==> config.mk <==
export PLATFORM = sky130hd
export DESIGN_NAME = spi_slave_transaction_guard
export DESIGN_NICKNAME = d
export VERILOG_FILES = /design/src/logic/spi_slave_transaction_guard.v /design/src/logic/sync_2ff.v
export VERILOG_INCLUDE_DIRS = /design/src /design/src/logic
export SDC_FILE = /design/constraint.sdc
export NUM_CORES = 1
export LEC_CHECK = 0
export ABC_CLOCK_PERIOD_IN_PS = 3220
export BUFFER_PORTS_ARGS = -buffer_cell sky130_fd_sc_hd__clkbuf_2
export CORE_ASPECT_RATIO = 1.5
export CORE_UTILIZATION = 57
export DETAILED_ROUTE_END_ITERATION = 7
export PLACE_DENSITY = 0.79
export SLEW_MARGIN = 30
export SYNTH_ARGS = -nofsm -noshare
export SYNTH_HDL_FRONTEND = slang
export SYNTH_HIERARCHICAL = 1
export SYNTH_SLANG_ARGS = --single-unit
==> constraint.sdc <==
create_clock -name i_core_clk -period 3.22 [get_ports i_core_clk]
set_clock_uncertainty 0.2 [all_clocks]
set_input_delay 0.644 -clock i_core_clk [delete_from_list [all_inputs] [get_ports i_core_clk]]
set_output_delay 0.644 -clock i_core_clk [all_outputs]
set_load 0.01 [all_outputs]
==> src/logic/spi_guard_defines.vh <==
// Constants for the guarded serial register-access port.
// Assumes a 125 MHz core clock; included by its bare name.
// What this block does
// - Abort any transfer after 6 ms without a serial clock toggle, both modes.
// - A transaction with more than 24 clocks never performs its write.
// - Reads longer than 24 clocks complete using only the first 24 clocks.
// - Reads of an unmapped address return an all-zero word.
// - Writes to an unmapped address are dropped, nothing changes.
// - Four-wire: read needs 24 clocks; write exactly 24, no timeout, to update.
// - Three-wire: read reaching 24 clocks is normal; write exactly 24, no timeout.
// - Count clocks while select low or between starts; stop at timeout.
// - Three-wire: short transaction absorbs next clocks; never below 24.
// - Writing 789AH to address 00H performs a full software reset.
// - Checksum fault bits are readable in the system flag register 01H.
// - Every interrupt cause is readable in the system flag register 01H.
// - Host picks three- or four-wire mode; slow isolated clocks are fine.
// - Sample input on rising clock, drive output on falling clock.
// - Frame: access bit (1 read), 7-bit address, 16 data bits.
// - Three-wire start: clock held low at least 400 us.
// - Address 06H holds the last word of a successful transfer, read-only.
`ifndef SPI_GUARD_DEFINES_VH
`define SPI_GUARD_DEFINES_VH

// Core-clock counts for 6 ms of idle clock and a 400 us start, at 125 MHz
`define TIMEOUT_CYCLES 20'hB_71B0
`define START_LOW_CYCLES 20'h0_C350
`define FRAME_CLOCKS 5'h18
`define ADDR_CLOCKS 5'h08
`define CLOCK_SAT 5'h19

`define ADDR_RESTART 7'h00
`define ADDR_SYSTEM_FLAG 7'h01
`define ADDR_LAST_WORD 7'h06
`define RESTART_KEY 16'h789A
`define LAST_WORD_RESET 16'h0000

`endif

==> src/logic/spi_slave_transaction_guard.v <==
// Serial slave register port with transaction length and timeout guard.
// Assumes an external register file answering o_reg_addr combinationally,
// and pins asynchronous to i_core_clk.
`timescale 1ns/100ps
`include "spi_guard_defines.vh"
module spi_slave_transaction_guard #(
    parameter [19:0] TIMEOUT_CYC = `TIMEOUT_CYCLES,
    parameter [19:0] START_CYC = `START_LOW_CYCLES
) (
    input wire i_core_clk,
    input wire i_rst,
    input wire i_mode_three_wire,
    input wire i_cs_n,
    input wire i_sclk,
    input wire i_sdi,
    output reg o_sdo,
    output wire o_sdo_oe,
    input wire [1:0] i_checksum_fault_bits,
    input wire [13:0] i_irq_causes,
    output reg [6:0] o_reg_addr,
    output reg [15:0] o_reg_wdata,
    output reg o_reg_wr,
    input wire i_reg_addr_valid,
    input wire [15:0] i_reg_rdata,
    output reg o_flag_read,
    output reg o_soft_reset,
    output reg [15:0] o_last_transfer_word,
    output wire o_timeout
);
    wire cs_n_s;
    wire sclk_s;
    wire sdi_s;
    reg sclk_d;
    reg cs_n_d;
    reg active;
    reg timed_out;
    reg is_read;
    reg load_pending;
    reg write_ready;
    reg [4:0] clk_cnt;
    reg [22:0] shift_in;
    reg [15:0] out_shift;
    reg [15:0] read_word;
    reg [19:0] idle_cnt;
    reg [19:0] low_cnt;

    sync_2ff u_sync_cs (
        .i_core_clk(i_core_clk),
        .i_rst(i_rst),
        .i_async(i_cs_n),
        .o_sync(cs_n_s)
    );
    sync_2ff u_sync_sclk (
        .i_core_clk(i_core_clk),
        .i_rst(i_rst),
        .i_async(i_sclk),
        .o_sync(sclk_s)
    );
    sync_2ff u_sync_sdi (
        .i_core_clk(i_core_clk),
        .i_rst(i_rst),
        .i_async(i_sdi),
        .o_sync(sdi_s)
    );

    // Read value of an address; own registers first, then the register file
    function [15:0] read_mux;
        input [6:0] addr;
        input valid;
        input [15:0] ext;
        input [15:0] flags;
        input [15:0] last;
        begin
            if (addr == `ADDR_SYSTEM_FLAG) begin
                read_mux = flags;
            end else if (addr == `ADDR_LAST_WORD) begin
                read_mux = last;
            end else if (addr == `ADDR_RESTART) begin
                read_mux = 16'h0000;
            end else if (valid) begin
                read_mux = ext;
            end else begin
                read_mux = 16'h0000;
            end
        end
    endfunction

    wire sclk_rise = sclk_s & ~sclk_d;
    wire sclk_fall = ~sclk_s & sclk_d;
    // Mode chosen by strap, edges found by oversampling
    wire cs_fall = ~i_mode_three_wire & ~cs_n_s & cs_n_d;
    wire cs_rise = ~i_mode_three_wire & cs_n_s & ~cs_n_d;
    // Three-wire start after long low clock
    wire low_start = i_mode_three_wire & ~sclk_s & (low_cnt == START_CYC - 20'h0_0001);
    // Three-wire start ignored until 24 clocks seen, unless idle or timed out
    wire start = cs_fall | (low_start & (~active | timed_out | (clk_cnt >= `FRAME_CLOCKS)));
    wire frame_end = cs_rise | start;
    // Count only while live and not timed out
    wire counting = active & ~timed_out & (i_mode_three_wire | ~cs_n_s);
    wire [15:0] flag_word = {i_checksum_fault_bits, i_irq_causes};

    // Output driven during a read while the clock count is 8 to 24, past the last data bit
    assign o_sdo_oe = active & ~timed_out & is_read & (clk_cnt >= `ADDR_CLOCKS)
        & (clk_cnt <= `FRAME_CLOCKS) & (i_mode_three_wire | ~cs_n_s);
    assign o_timeout = timed_out;

    always @(posedge i_core_clk) begin
        if (i_rst) begin
            sclk_d <= 1'b1;
            cs_n_d <= 1'b1;
            low_cnt <= 20'h0_0000;
        end else begin
            sclk_d <= sclk_s;
            cs_n_d <= cs_n_s;
            if (sclk_s) begin
                low_cnt <= 20'h0_0000;
            end else if (low_cnt != 20'hF_FFFF) begin
                low_cnt <= low_cnt + 20'h0_0001;
            end
        end
    end

    always @(posedge i_core_clk) begin
        if (i_rst) begin
            active <= 1'b0;
            timed_out <= 1'b0;
            is_read <= 1'b0;
            load_pending <= 1'b0;
            write_ready <= 1'b0;
            clk_cnt <= 5'h00;
            shift_in <= 23'h00_0000;
            out_shift <= 16'h0000;
            read_word <= 16'h0000;
            idle_cnt <= 20'h0_0000;
            o_sdo <= 1'b0;
            o_reg_addr <= 7'h00;
            o_reg_wdata <= 16'h0000;
            o_reg_wr <= 1'b0;
            o_flag_read <= 1'b0;
            o_soft_reset <= 1'b0;
            o_last_transfer_word <= `LAST_WORD_RESET;
        end else begin
            o_reg_wr <= 1'b0;
            o_flag_read <= 1'b0;
            o_soft_reset <= 1'b0;
            // Commit only with exactly 24 clocks
            if (frame_end & active & write_ready & ~timed_out
                    & (clk_cnt == `FRAME_CLOCKS)) begin
                if (o_reg_addr == `ADDR_RESTART) begin
                    if (o_reg_wdata == `RESTART_KEY) begin
                        o_soft_reset <= 1'b1;
                        o_last_transfer_word <= `LAST_WORD_RESET;
                    end else begin
                        o_last_transfer_word <= o_reg_wdata;
                    end
                end else if (o_reg_addr != `ADDR_SYSTEM_FLAG
                        && o_reg_addr != `ADDR_LAST_WORD && i_reg_addr_valid) begin
                    o_reg_wr <= 1'b1;
                    o_last_transfer_word <= o_reg_wdata;
                end
            end
            if (start) begin
                active <= 1'b1;
                timed_out <= 1'b0;
                clk_cnt <= 5'h00;
                idle_cnt <= 20'h0_0000;
                write_ready <= 1'b0;
                load_pending <= 1'b0;
                is_read <= 1'b0;
            end else if (cs_rise) begin
                active <= 1'b0;
            end else if (active & ~timed_out) begin
                if (sclk_rise | sclk_fall) begin
                    idle_cnt <= 20'h0_0000;
                end else if (idle_cnt == TIMEOUT_CYC - 20'h0_0001) begin
                    timed_out <= 1'b1;
                end else begin
                    idle_cnt <= idle_cnt + 20'h0_0001;
                end
                if (counting & sclk_rise) begin
                    if (clk_cnt != `CLOCK_SAT) begin
                        clk_cnt <= clk_cnt + 5'h01;
                    end
                    if (clk_cnt < `FRAME_CLOCKS) begin
                        shift_in <= {shift_in[21:0], sdi_s};
                    end
                    if (clk_cnt == `ADDR_CLOCKS - 5'h01) begin
                        is_read <= shift_in[6];
                        o_reg_addr <= {shift_in[5:0], sdi_s};
                        load_pending <= shift_in[6];
                    end
                    if (clk_cnt == `FRAME_CLOCKS - 5'h01) begin
                        if (is_read) begin
                            // Read reaching 24 clocks is normal
                            o_last_transfer_word <= read_word;
                            o_flag_read <= (o_reg_addr == `ADDR_SYSTEM_FLAG);
                        end else begin
                            o_reg_wdata <= {shift_in[14:0], sdi_s};
                            write_ready <= 1'b1;
                        end
                    end
                end
                if (load_pending) begin
                    read_word <= read_mux(o_reg_addr, i_reg_addr_valid, i_reg_rdata,
                        flag_word, o_last_transfer_word);
                    out_shift <= read_mux(o_reg_addr, i_reg_addr_valid, i_reg_rdata,
                        flag_word, o_last_transfer_word);
                    load_pending <= 1'b0;
                end
                if (counting & sclk_fall & is_read & (clk_cnt >= `ADDR_CLOCKS)
                        & (clk_cnt < `FRAME_CLOCKS)) begin
                    o_sdo <= out_shift[15];
                    out_shift <= {out_shift[14:0], 1'b0};
                end
            end
        end
    end
endmodule // spi_slave_transaction_guard

==> src/logic/sync_2ff.v <==
// Two-flop level synchroniser for one pin.
// Assumes the pin is asynchronous to i_core_clk.
`timescale 1ns/100ps
module sync_2ff (
    input wire i_core_clk,
    input wire i_rst,
    input wire i_async,
    output reg o_sync
);
    reg meta;

    always @(posedge i_core_clk) begin
        if (i_rst) begin
            // Select and clock pins idle high; no false edge after reset
            meta <= 1'b1;
            o_sync <= 1'b1;
        end else begin
            meta <= i_async;
            o_sync <= meta;
        end
    end
endmodule // sync_2ff

==> results.toml, run 1 <==
[job]
cap_violations = 0

[power_and_ir_drop]
power.internal_mw = 3.22
sw_frac_of_total_pct = 21.0
seqPwrFrac_pct = 45.2
power.share.combinational_pct = 2.1
total_power_mw = 4.08
switching_power_mw = 0.854
powerDensity_nw_per_um2 = 543
pwr-share-clk_pct = 52.8
leakagePower_nw = 2.98
irDropWorstVdd_uv = 344

[synth]
synth_edf_count = 0
ys_seq_area_share_pct = 46.7
syn_area_um2 = 6340
synthTopCellsByArea = "dfxtp_1 47%, mux2i_1 7.9%, nor2_1 7.5%"
synth_cells = 703
synth_top_area_share_pct = 46.7
synth_top_flop_cell = "dfxtp_1"
synth.net_count = 749
ys_warn_count = 6
ys_ff_latch = 148
syn_area_per_cell_um2 = 9.02
synth_area_leader_cell = "dfxtp_1"
synthArstFlopShare_pct = 0
synthDistinctLibCells = 53

[timing]
fmaxAchievable_mhz = 358
layout_worst_path_cycle_share_pct = 86.8
setup_viol = 0
period_needed_ns = 2.80
finalHoldViolations = 0
fin_tns_setup_ns = 0
max_slew.worst_pin.slew_ns = 0.734
maxSlewHeadroom_pct = 51.1
rsz0062_at_grt = "no"
drv_slew = 0
setup_ws_ns = 0.424

[finish]
nets = 824
instances_no_fill = 935
area_growth_pct = 18.5
diodes = 0
multiInputGateArea_um2 = 3150
fin_util_pct = 70.1
drive_above_1_share_pct = 17.2
fillers = 868
seqCellArea_um2 = 2960

[clock_tree]
cts.sinks = 148
cts-root-buf = "clkbuf_16"
path_clk_slew_ns = 0.07
clockBufferDepth = 2
cts_buffers = 17
post_cts_buffers = 0
cts_resized = 0
cts_tree = "yes"
clock_latency_ns = 0.42
holdBufCountCts = 0
cts_htree_levels = 4

[placement]
port_buffers = 83
place_inst = 903
dp_hpwl_um = 11300
place_ws_ns = 0.558
routabilityCongestion = 0.936

[route]
routed_wl_um = 16300
drc = 0
drt_pass1_iterations = 5
wl_per_cell_um = 17.5
initialDrtViolationCount = 368
vias_per_cell = 5.91
vias = 5528
ant_nets = 0

[floorplanning]
pin_count = 84
fp.dieW_um = 88.1
die_area_um2 = 11600
core_um2 = 10700
start_util_pct = 59.2
rows = 46
fp.dieH_um = 131

[global_route]
grt_max_degree = 46
grt_pass1_vias = 5461
grt_usage_pct = 29.1
overflow = 0
grt_pass1_wl_um = 26100
grt_antenna_before_repair = 0

[worst_setup_path]
cp_max_fo = 17
worst_ep_required_time_ns = 3.34
endpoint_kind = "flip-flop"
crit_type = "flip-flop to flip-flop"
cp.arrival_ns = 2.91
critPathLaunchType = "flip-flop"

[min_path]
hold_class = "primary input to flip-flop"

[outcome]
status = "finished, final reports clean"
## synthesized netlist by cell type, drive strengths merged, types with 7 or more instances
master and instances:
dfxtp 148, nor2 127, mux2i 50, nand2 47, a21oi 28, clkbuf 28
nand3 28, nand4 21, xnor2 19, xor2 18, a211oi 16, a222oi 15
a22o 15, nor3 14, inv 13, o21ai 13, buf 12, and3 8
nor4 8, ha 7, or2 7
## placed cells by master (no fill, tap or decap), types with 7 or more instances in the layout
master,count
dfxtp_1,148
nor2_1,127
clkbuf_2,83
mux2i_1,50
nand2_1,47
a21oi_1,28
nand3_1,28
nand4_1,21
xnor2_1,19
xor2_1,18
clkbuf_16,17
a211oi_1,16
a22o_1,15
a222oi_1,15
nor3_1,14
inv_1,13
buf_4,13
nor4_1,8
and3_1,8
o21ai_0,8
ha_1,7
## layout make-up
type	instances	share of cell area, %
Clock inverter	13	2.62
Multi-Input combinational cell	501	42.0
Inverter	14	0.700
Clock buffer	19	6.03
Sequential cell	148	39.5
Timing Repair Buffer	96	6.83
Tap cell	144	2.40
## kinds of logic after synthesis
group	share of synthesized area [%]
buffers and inverters	3.67
AO/OA/AOI/OAI	11.8
AND/OR/NAND/NOR	23.2
multiplexers	8.07
XOR/XNOR	5.11
adder cells (fa/ha/maj)	1.38
flip-flops	46.7
## metrics by stage
step / cell area [µm²] / hold WS [ns]
global placement: 6860 / 0.189
global route: 7510 / 0.195
floorplan: 6340 / 0.185
finish: 7510 / 0.203
CTS: 7510 / 0.189
detailed placement: 6860 / 0.191
## flip-flops by register name (all words and copies together), names as in the netlist, 5 cells and up
| register | cells |
|---|---|
| idle_cnt | 20 |
| clk_cnt | 5 |
| low_cnt | 20 |
| read_word | 16 |
| out_shift | 16 |
| o_last_transfer_word | 16 |
| shift_in | 15 |
| o_reg_addr | 7 |
| o_reg_wdata | 16 |
## power by group through the flow
stage          logic, mW  registers (mW)  clock network (mW)
2_1_floorplan     0.0401            1.88                   0
3_3_place_gp      0.0795            1.88                   0
3_5_place_dp      0.0819            1.88                   0
4_1_cts           0.0829            1.84                2.17
5_1_grt           0.0924            1.84                2.25
6_report          0.0845            1.84                2.15
## final timing paths
path / startpoint / endpoint / slack [ns] / cells after the start
worst min-delay path: i_sclk / u_sync_sclk/meta / 0.20 / 2
worst max-delay path: o_reg_addr[6] / out_shift[11] / 0.42 / 5
worst max register to register: o_reg_addr[6] / out_shift[11] / 0.42 / 5
worst min register to register: u_sync_cs/meta / u_sync_cs/o_sync / 0.21 / 1
## layer usage
layer,routed length [µm],part of all wire [%],up-vias,track usage [%]
li1,-,-,2653,-
met1,6230,38,2583,32.1
met2,8230,50,236,50.0
met3,1090,6.7,56,7.10
met4,776,4.8,0,15.5
met5,0,0,-,0
## critical path, cell delays in order (launching register included)
cell,delay (ns)
dfxtp_1,0.32
or4_1,0.66
o21a_1,0.47
a222oi_1,0.67
a21oi_1,0.15
a22o_1,0.22
(Power assumes the default switching activity.)
==> run 2, diff against run 1 <==
- CORE_UTILIZATION: 57 -> 60
- CTS_BUF_LIST: default -> sky130_fd_sc_hd__clkbuf_2
- CTS_CLUSTER_SIZE: default -> 25
- PLACE_DENSITY: 0.79 -> 0.83
==> results.toml, run 2 (same netlist as run 1, synthesis figures left out) <==
[floorplanning]
core_um2 = 10200
fp.dieH_um = 128
start_util_pct = 62.2
die_area_um2 = 11000
fp.dieW_um = 85.9
pin_count = 84
rows = 45

[timing]
max_slew.worst_pin.slew_ns = 0.676
maxSlewHeadroom_pct = 54.5
layout_worst_path_cycle_share_pct = 93.1
drv_slew = 0
setup_viol = 0
rsz0062_at_grt = "no"
fin_tns_setup_ns = 0
fmaxAchievable_mhz = 334
period_needed_ns = 3.00
finalHoldViolations = 0

[clock_tree]
cts_resized = 0
cts.sinks = 148
cts_htree_levels = 4
clock_latency_ns = 0.74
clockBufferDepth = 2
cts_buffers = 17
path_clk_slew_ns = 0.24
post_cts_buffers = 0
cts_tree = "yes"
cts-root-buf = "clkbuf_2"

[worst_setup_path]
crit_family = "simple AND/OR/NAND/NOR gates"
cp_max_fo = 5
slowest_delay_ns = 0.42
crit_start = "clk_cnt[0]"
worst_ep_required_time_ns = 2.38
crit_slowest_cell = "dfxtp_1"
worst-path-stages = 6
cp.arrival_ns = 2.15
crit_buf_inv = 2
regToRegStartpoint = "low_cnt[0]"
endpoint_kind = "primary output"
critPathLaunchType = "flip-flop"
rr_worst_depth = 7
worstPathCellList = "inv_1, ha_1, nor2b_1, nor2_1, nor3_1, clkbuf_2"
crit_type = "flip-flop to primary output"

[placement]
port_buffers = 83
routabilityCongestion = 0.958
place_inst = 899
dp_hpwl_um = 11200

[power_and_ir_drop]
leakagePower_nw = 2.82
powerDensity_nw_per_um2 = 436
irDropWorstVdd_uv = 245

[global_route]
overflow = 0
grt_max_degree = 44
grt_pass1_wl_um = 25000
grt_usage_pct = 29.1
grt_antenna_before_repair = 1
grt_pass1_vias = 5332

[min_path]
min_from = "i_reg_rdata[9]"
holdPathStages = 3
hold_class = "primary input to flip-flop"

[finish]
fin_util_pct = 70.3
top_regs = "idle_cnt x20, low_cnt x20"
nets = 826
final_cell_mix = "148 x dfxtp_1, 127 x nor2_1, 100 x clkbuf_2"
instances_no_fill = 935
mostFrequentLayoutCell = "dfxtp_1"
drive_above_1_share_pct = 17.0
area_growth_pct = 12.9

[route]
drt_pass1_iterations = 7
ant_nets = 0
initialDrtViolationCount = 439
vias_per_cell = 5.95
vias = 5564
drc = 0
wl_per_cell_um = 16.6
routed_wl_um = 15600

[job]
cap_violations = 0

[outcome]
status = "finished, final reports clean"
==> run 2: changes by cell type in the layout (fill, tap and decap cells not counted), sizes merged <==
cell	before	now
diode	0	1
buf	13	12
clkinvlp	0	3
inv	17	21
clkinv	6	2
dlygate4sd3	0	3
clkbuf	102	100
bufinv	4	3
==> run 2: metrics by stage <==
step                setup slack [ns]  power, mW  cell area (µm²)  hold WS [ns]
floorplan                      0.769       1.92             6340         0.185
global placement               0.551       1.96             6850         0.188
detailed placement             0.467       1.96             6850         0.200
CTS                            0.141       3.13             7160        0.0630
global route                  0.0227       3.23             7160        0.0319
finish                         0.224       3.12             7160        0.0789
==> run 2: cell type report <==
| class | count | area [µm²] |
|---|---|---|
| antenna | 1 | 2.50 |
| clock buffer | 17 | 85.1 |
| clock inverter | 15 | 194 |
| fill | 779 | 3030 |
| inverter | 14 | 52.6 |
| multi-input combinational | 501 | 3150 |
| sequential | 148 | 2960 |
| tap | 141 | 176 |
| timing repair buffer | 98 | 536 |
==> run 2: repair_timing <==
item / CTS / global route
endpoints found under the setup margin: 0 / 0
endpoints found under the hold margin: 3 / 0
hold buffers: 3 / 0
==> run 2: layer usage <==
layer / track usage [%] / wire (µm) / vias to the layer above
met5: 0 / 0 / -
met4: 13.8 / 552 / 0
met3: 6.89 / 843 / 44
met2: 52.9 / 8040 / 220
met1: 31.2 / 6130 / 2637
li1: - / - / 2663
==> run 2: worst paths after layout <==
check / endpoint / slack (ns)
max: o_sdo_oe / 0.22
min: read_word[9] / 0.08
max reg2reg: o_last_transfer_word[2] / 0.46
min reg2reg: u_sync_sclk/o_sync / 0.24
==> run 2: worst reg2reg max path, delay by kind of cell, from the launching register on <==
| family | cells | cell delay (ns) |
|---|---|---|
| AOI/OAI and AO/OA | 3 | 0.57 |
| muxes | 1 | 0.30 |
| DFF | 1 | 0.42 |
| and+or+nand+nor | 2 | 0.95 |
| adders and majority gates | 1 | 0.24 |
==> run 2: where the power goes <==
group,switching [mW],internal (mW)
logic,0.0522,0.0327
registers,0.00409,1.84
clock network,0.732,0.457
total,0.789,2.33
==> run 3, diff against run 2 <==
- PLACE_DENSITY: 0.83 -> 0.82
- SYNTH_HIERARCHICAL: 1 -> default
==> results.toml, run 3 <==
[outcome]
status = "finished, final reports clean"

[global_route]
grt_max_degree = 59
grt_pass1_vias = 5799
grtUsageMet1_pct = 32.4
grt_pass1_wl_um = 27300
grt_antenna_before_repair = 1
grt_usage_pct = 30.2
gr-usage-met3_pct = 6.34
overflow = 0
grt_use_met2_pct = 52.9
busiest_layer = "met2"

[floorplanning]
die_area_um2 = 11600
fp.dieH_um = 131
fp.dieW_um = 88.2
start_util_pct = 62.5
core_um2 = 10700
rows = 46
pin_count = 84

[route]
initialDrtViolationCount = 340
routed_wl_um = 17100
vias_per_cell = 5.98
ant_nets = 0
drc = 0
wl_per_cell_um = 16.6
drt_pass1_iterations = 5
vias = 6152

[worst_setup_path]
endpoint_kind = "primary output"
r2r-end = "o_last_transfer_word[13]"
crit_slowest_cell = "dfxtp_1"
cp_max_fo = 4
worstPathCellList = "inv_1, ha_1, nor2b_1, nand2b_1, o2111a_1, clkbuf_2"
slowest_delay_ns = 0.38
rr_worst_depth = 7
crit_family = "flip-flops"
setup.worst_path.end = "o_sdo_oe"
regToRegStartpoint = "low_cnt[0]"
worst-path-stages = 6
cp.arrival_ns = 2.03
crit_start = "clk_cnt[0]"
crit_buf_inv = 2
ff2ff_setup_slack_ns = 0.48
critPathLaunchType = "flip-flop"
worst_ep_required_time_ns = 2.38
crit_type = "flip-flop to primary output"

[finish]
area_growth_pct = 12.7
drive_above_1_share_pct = 17.0
nets = 918
top_regs = "idle_cnt x20, low_cnt x20"
final_cell_mix = "148 x dfxtp_1, 108 x nor2_1, 101 x clkbuf_2"
mostFrequentLayoutCell = "dfxtp_1"

[timing]
setup_viol = 0
drv_slew = 0
rsz0062_at_grt = "no"
layout_worst_path_cycle_share_pct = 89.1
period_needed_ns = 2.87
maxSlewHeadroom_pct = 42.3
max_slew.worst_pin.slew_ns = 0.861
fmaxAchievable_mhz = 348
finalHoldViolations = 0
fin_tns_setup_ns = 0

[synth]
synth.most_common_cell = "dfxtp_1"
synth_top_area_share_pct = 44.3
synthArstFlopShare_pct = 0
synthSimpleGateAreaFrac_pct = 25.6
ys_seq_area_share_pct = 44.3
synth_area_leader_cell = "dfxtp_1"
ys_ff_latch = 148
syn_area_um2 = 6690
synthMuxAreaShare_pct = 7.03
synth_commonest_cells = "148 x dfxtp_1, 109 x nor2_1, 89 x nand2_1, 50 x nand3_1, 49 x o21ai_0"
synth_compound_area_share_pct = 13.4
synth.net_count = 839
synth_xor_area_share_pct = 4.58
synth_edf_count = 0
synth-adder-area-share_pct = 1.31
ys_warn_count = 0
synth_cells = 793
syn_area_per_cell_um2 = 8.44
synth_top_flop_cell = "dfxtp_1"
synthTopCellsByArea = "dfxtp_1 44%, mux2i_1 7.0%, nor2_1 6.1%"
synth_top_family_by_area = "simple AND/OR/NAND/NOR gates"
synthDistinctLibCells = 52

[power_and_ir_drop]
total_power_mw = 3.04
irDropWorstVdd_uv = 282
powerDensity_nw_per_um2 = 403
leakagePower_nw = 2.86

[placement]
port_buffers = 83
dp_hpwl_um = 12600
routabilityCongestion = 0.898

[clock_tree]
cts_resized = 0
path_clk_slew_ns = 0.19
clockBufferDepth = 2
clock_latency_ns = 0.65
cts_htree_levels = 4
holdBufCountCts = 3
cts.sinks = 148
cts-root-buf = "clkbuf_2"
cts_buffers = 17
post_cts_buffers = 0
cts_tree = "yes"

[job]
cap_violations = 0

[min_path]
hold_class = "primary input to flip-flop"
run 3: cell count changes after synthesis, moves of 15 or more:
cell / before / now
a222oi_1: 15 / 0
nand2_1: 47 / 89
nor2_1: 127 / 109
o21ai_0: 8 / 49
a31oi_1: 5 / 36
a22o_1: 15 / 0
nand3_1: 28 / 50
a211oi_1: 16 / 0
run 3: worst min path at each step:
stage / from / endpoint / slack [ns] / cells past startpoint
6_report: i_rst / read_word[2] / 0.12 / 2
5_1_grt: i_rst / read_word[3] / 0.03 / 2
4_1_cts: i_rst / read_word[3] / 0.05 / 2
3_5_place_dp: u_sync_sclk.meta / u_sync_sclk.o_sync / 0.20 / 1
3_3_place_gp: u_sync_sclk.meta / u_sync_sclk.o_sync / 0.19 / 1
2_1_floorplan: u_sync_cs.meta / u_sync_cs.o_sync / 0.19 / 1
run 3: area by class of cell:
type	instances	area (µm²)
diodes	1	2.50
flip-flops and latches	148	2960
well taps	144	180
multi-input cells	586	3490
repair buffers	108	611
clock inverters	13	165
fillers	864	3170
clock buffers	18	90.1
inverters	11	41.3
run 3: power by group:
group          internal [mW]  switching [mW]
Clock                  0.495           0.607
Sequential              1.84         0.00437
Combinational         0.0355          0.0548
run 3: layer usage:
layer / part of all wire, % / wire [µm]
met2: 52 / 8820
met1: 39 / 6610
met4: 5.0 / 860
met3: 4.8 / 814
met5: 0 / 0
run 3: cell families after synthesis:
kind of cell | after synthesis
AOI/OAI and AO/OA | 148
xor gates and xnor gates | 35
buffers and inverters | 59
DFF | 148
adders and majority gates | 7
muxes | 47
and+or+nand+nor | 349
run 3: metrics by stage:
stage	setup slack [ns]	utilization, %	area (µm²)	cells	hold slack, ns
2_1_floorplan	0.585	-	6690	793	0.189
6_report	0.350	70.4	7540	1029	0.117
3_3_place_gp	0.525	67.7	7250	994	0.193
4_1_cts	0.305	70.4	7530	1028	0.0516
3_5_place_dp	0.352	67.7	7250	994	0.196
5_1_grt	0.202	70.4	7540	1029	0.0279
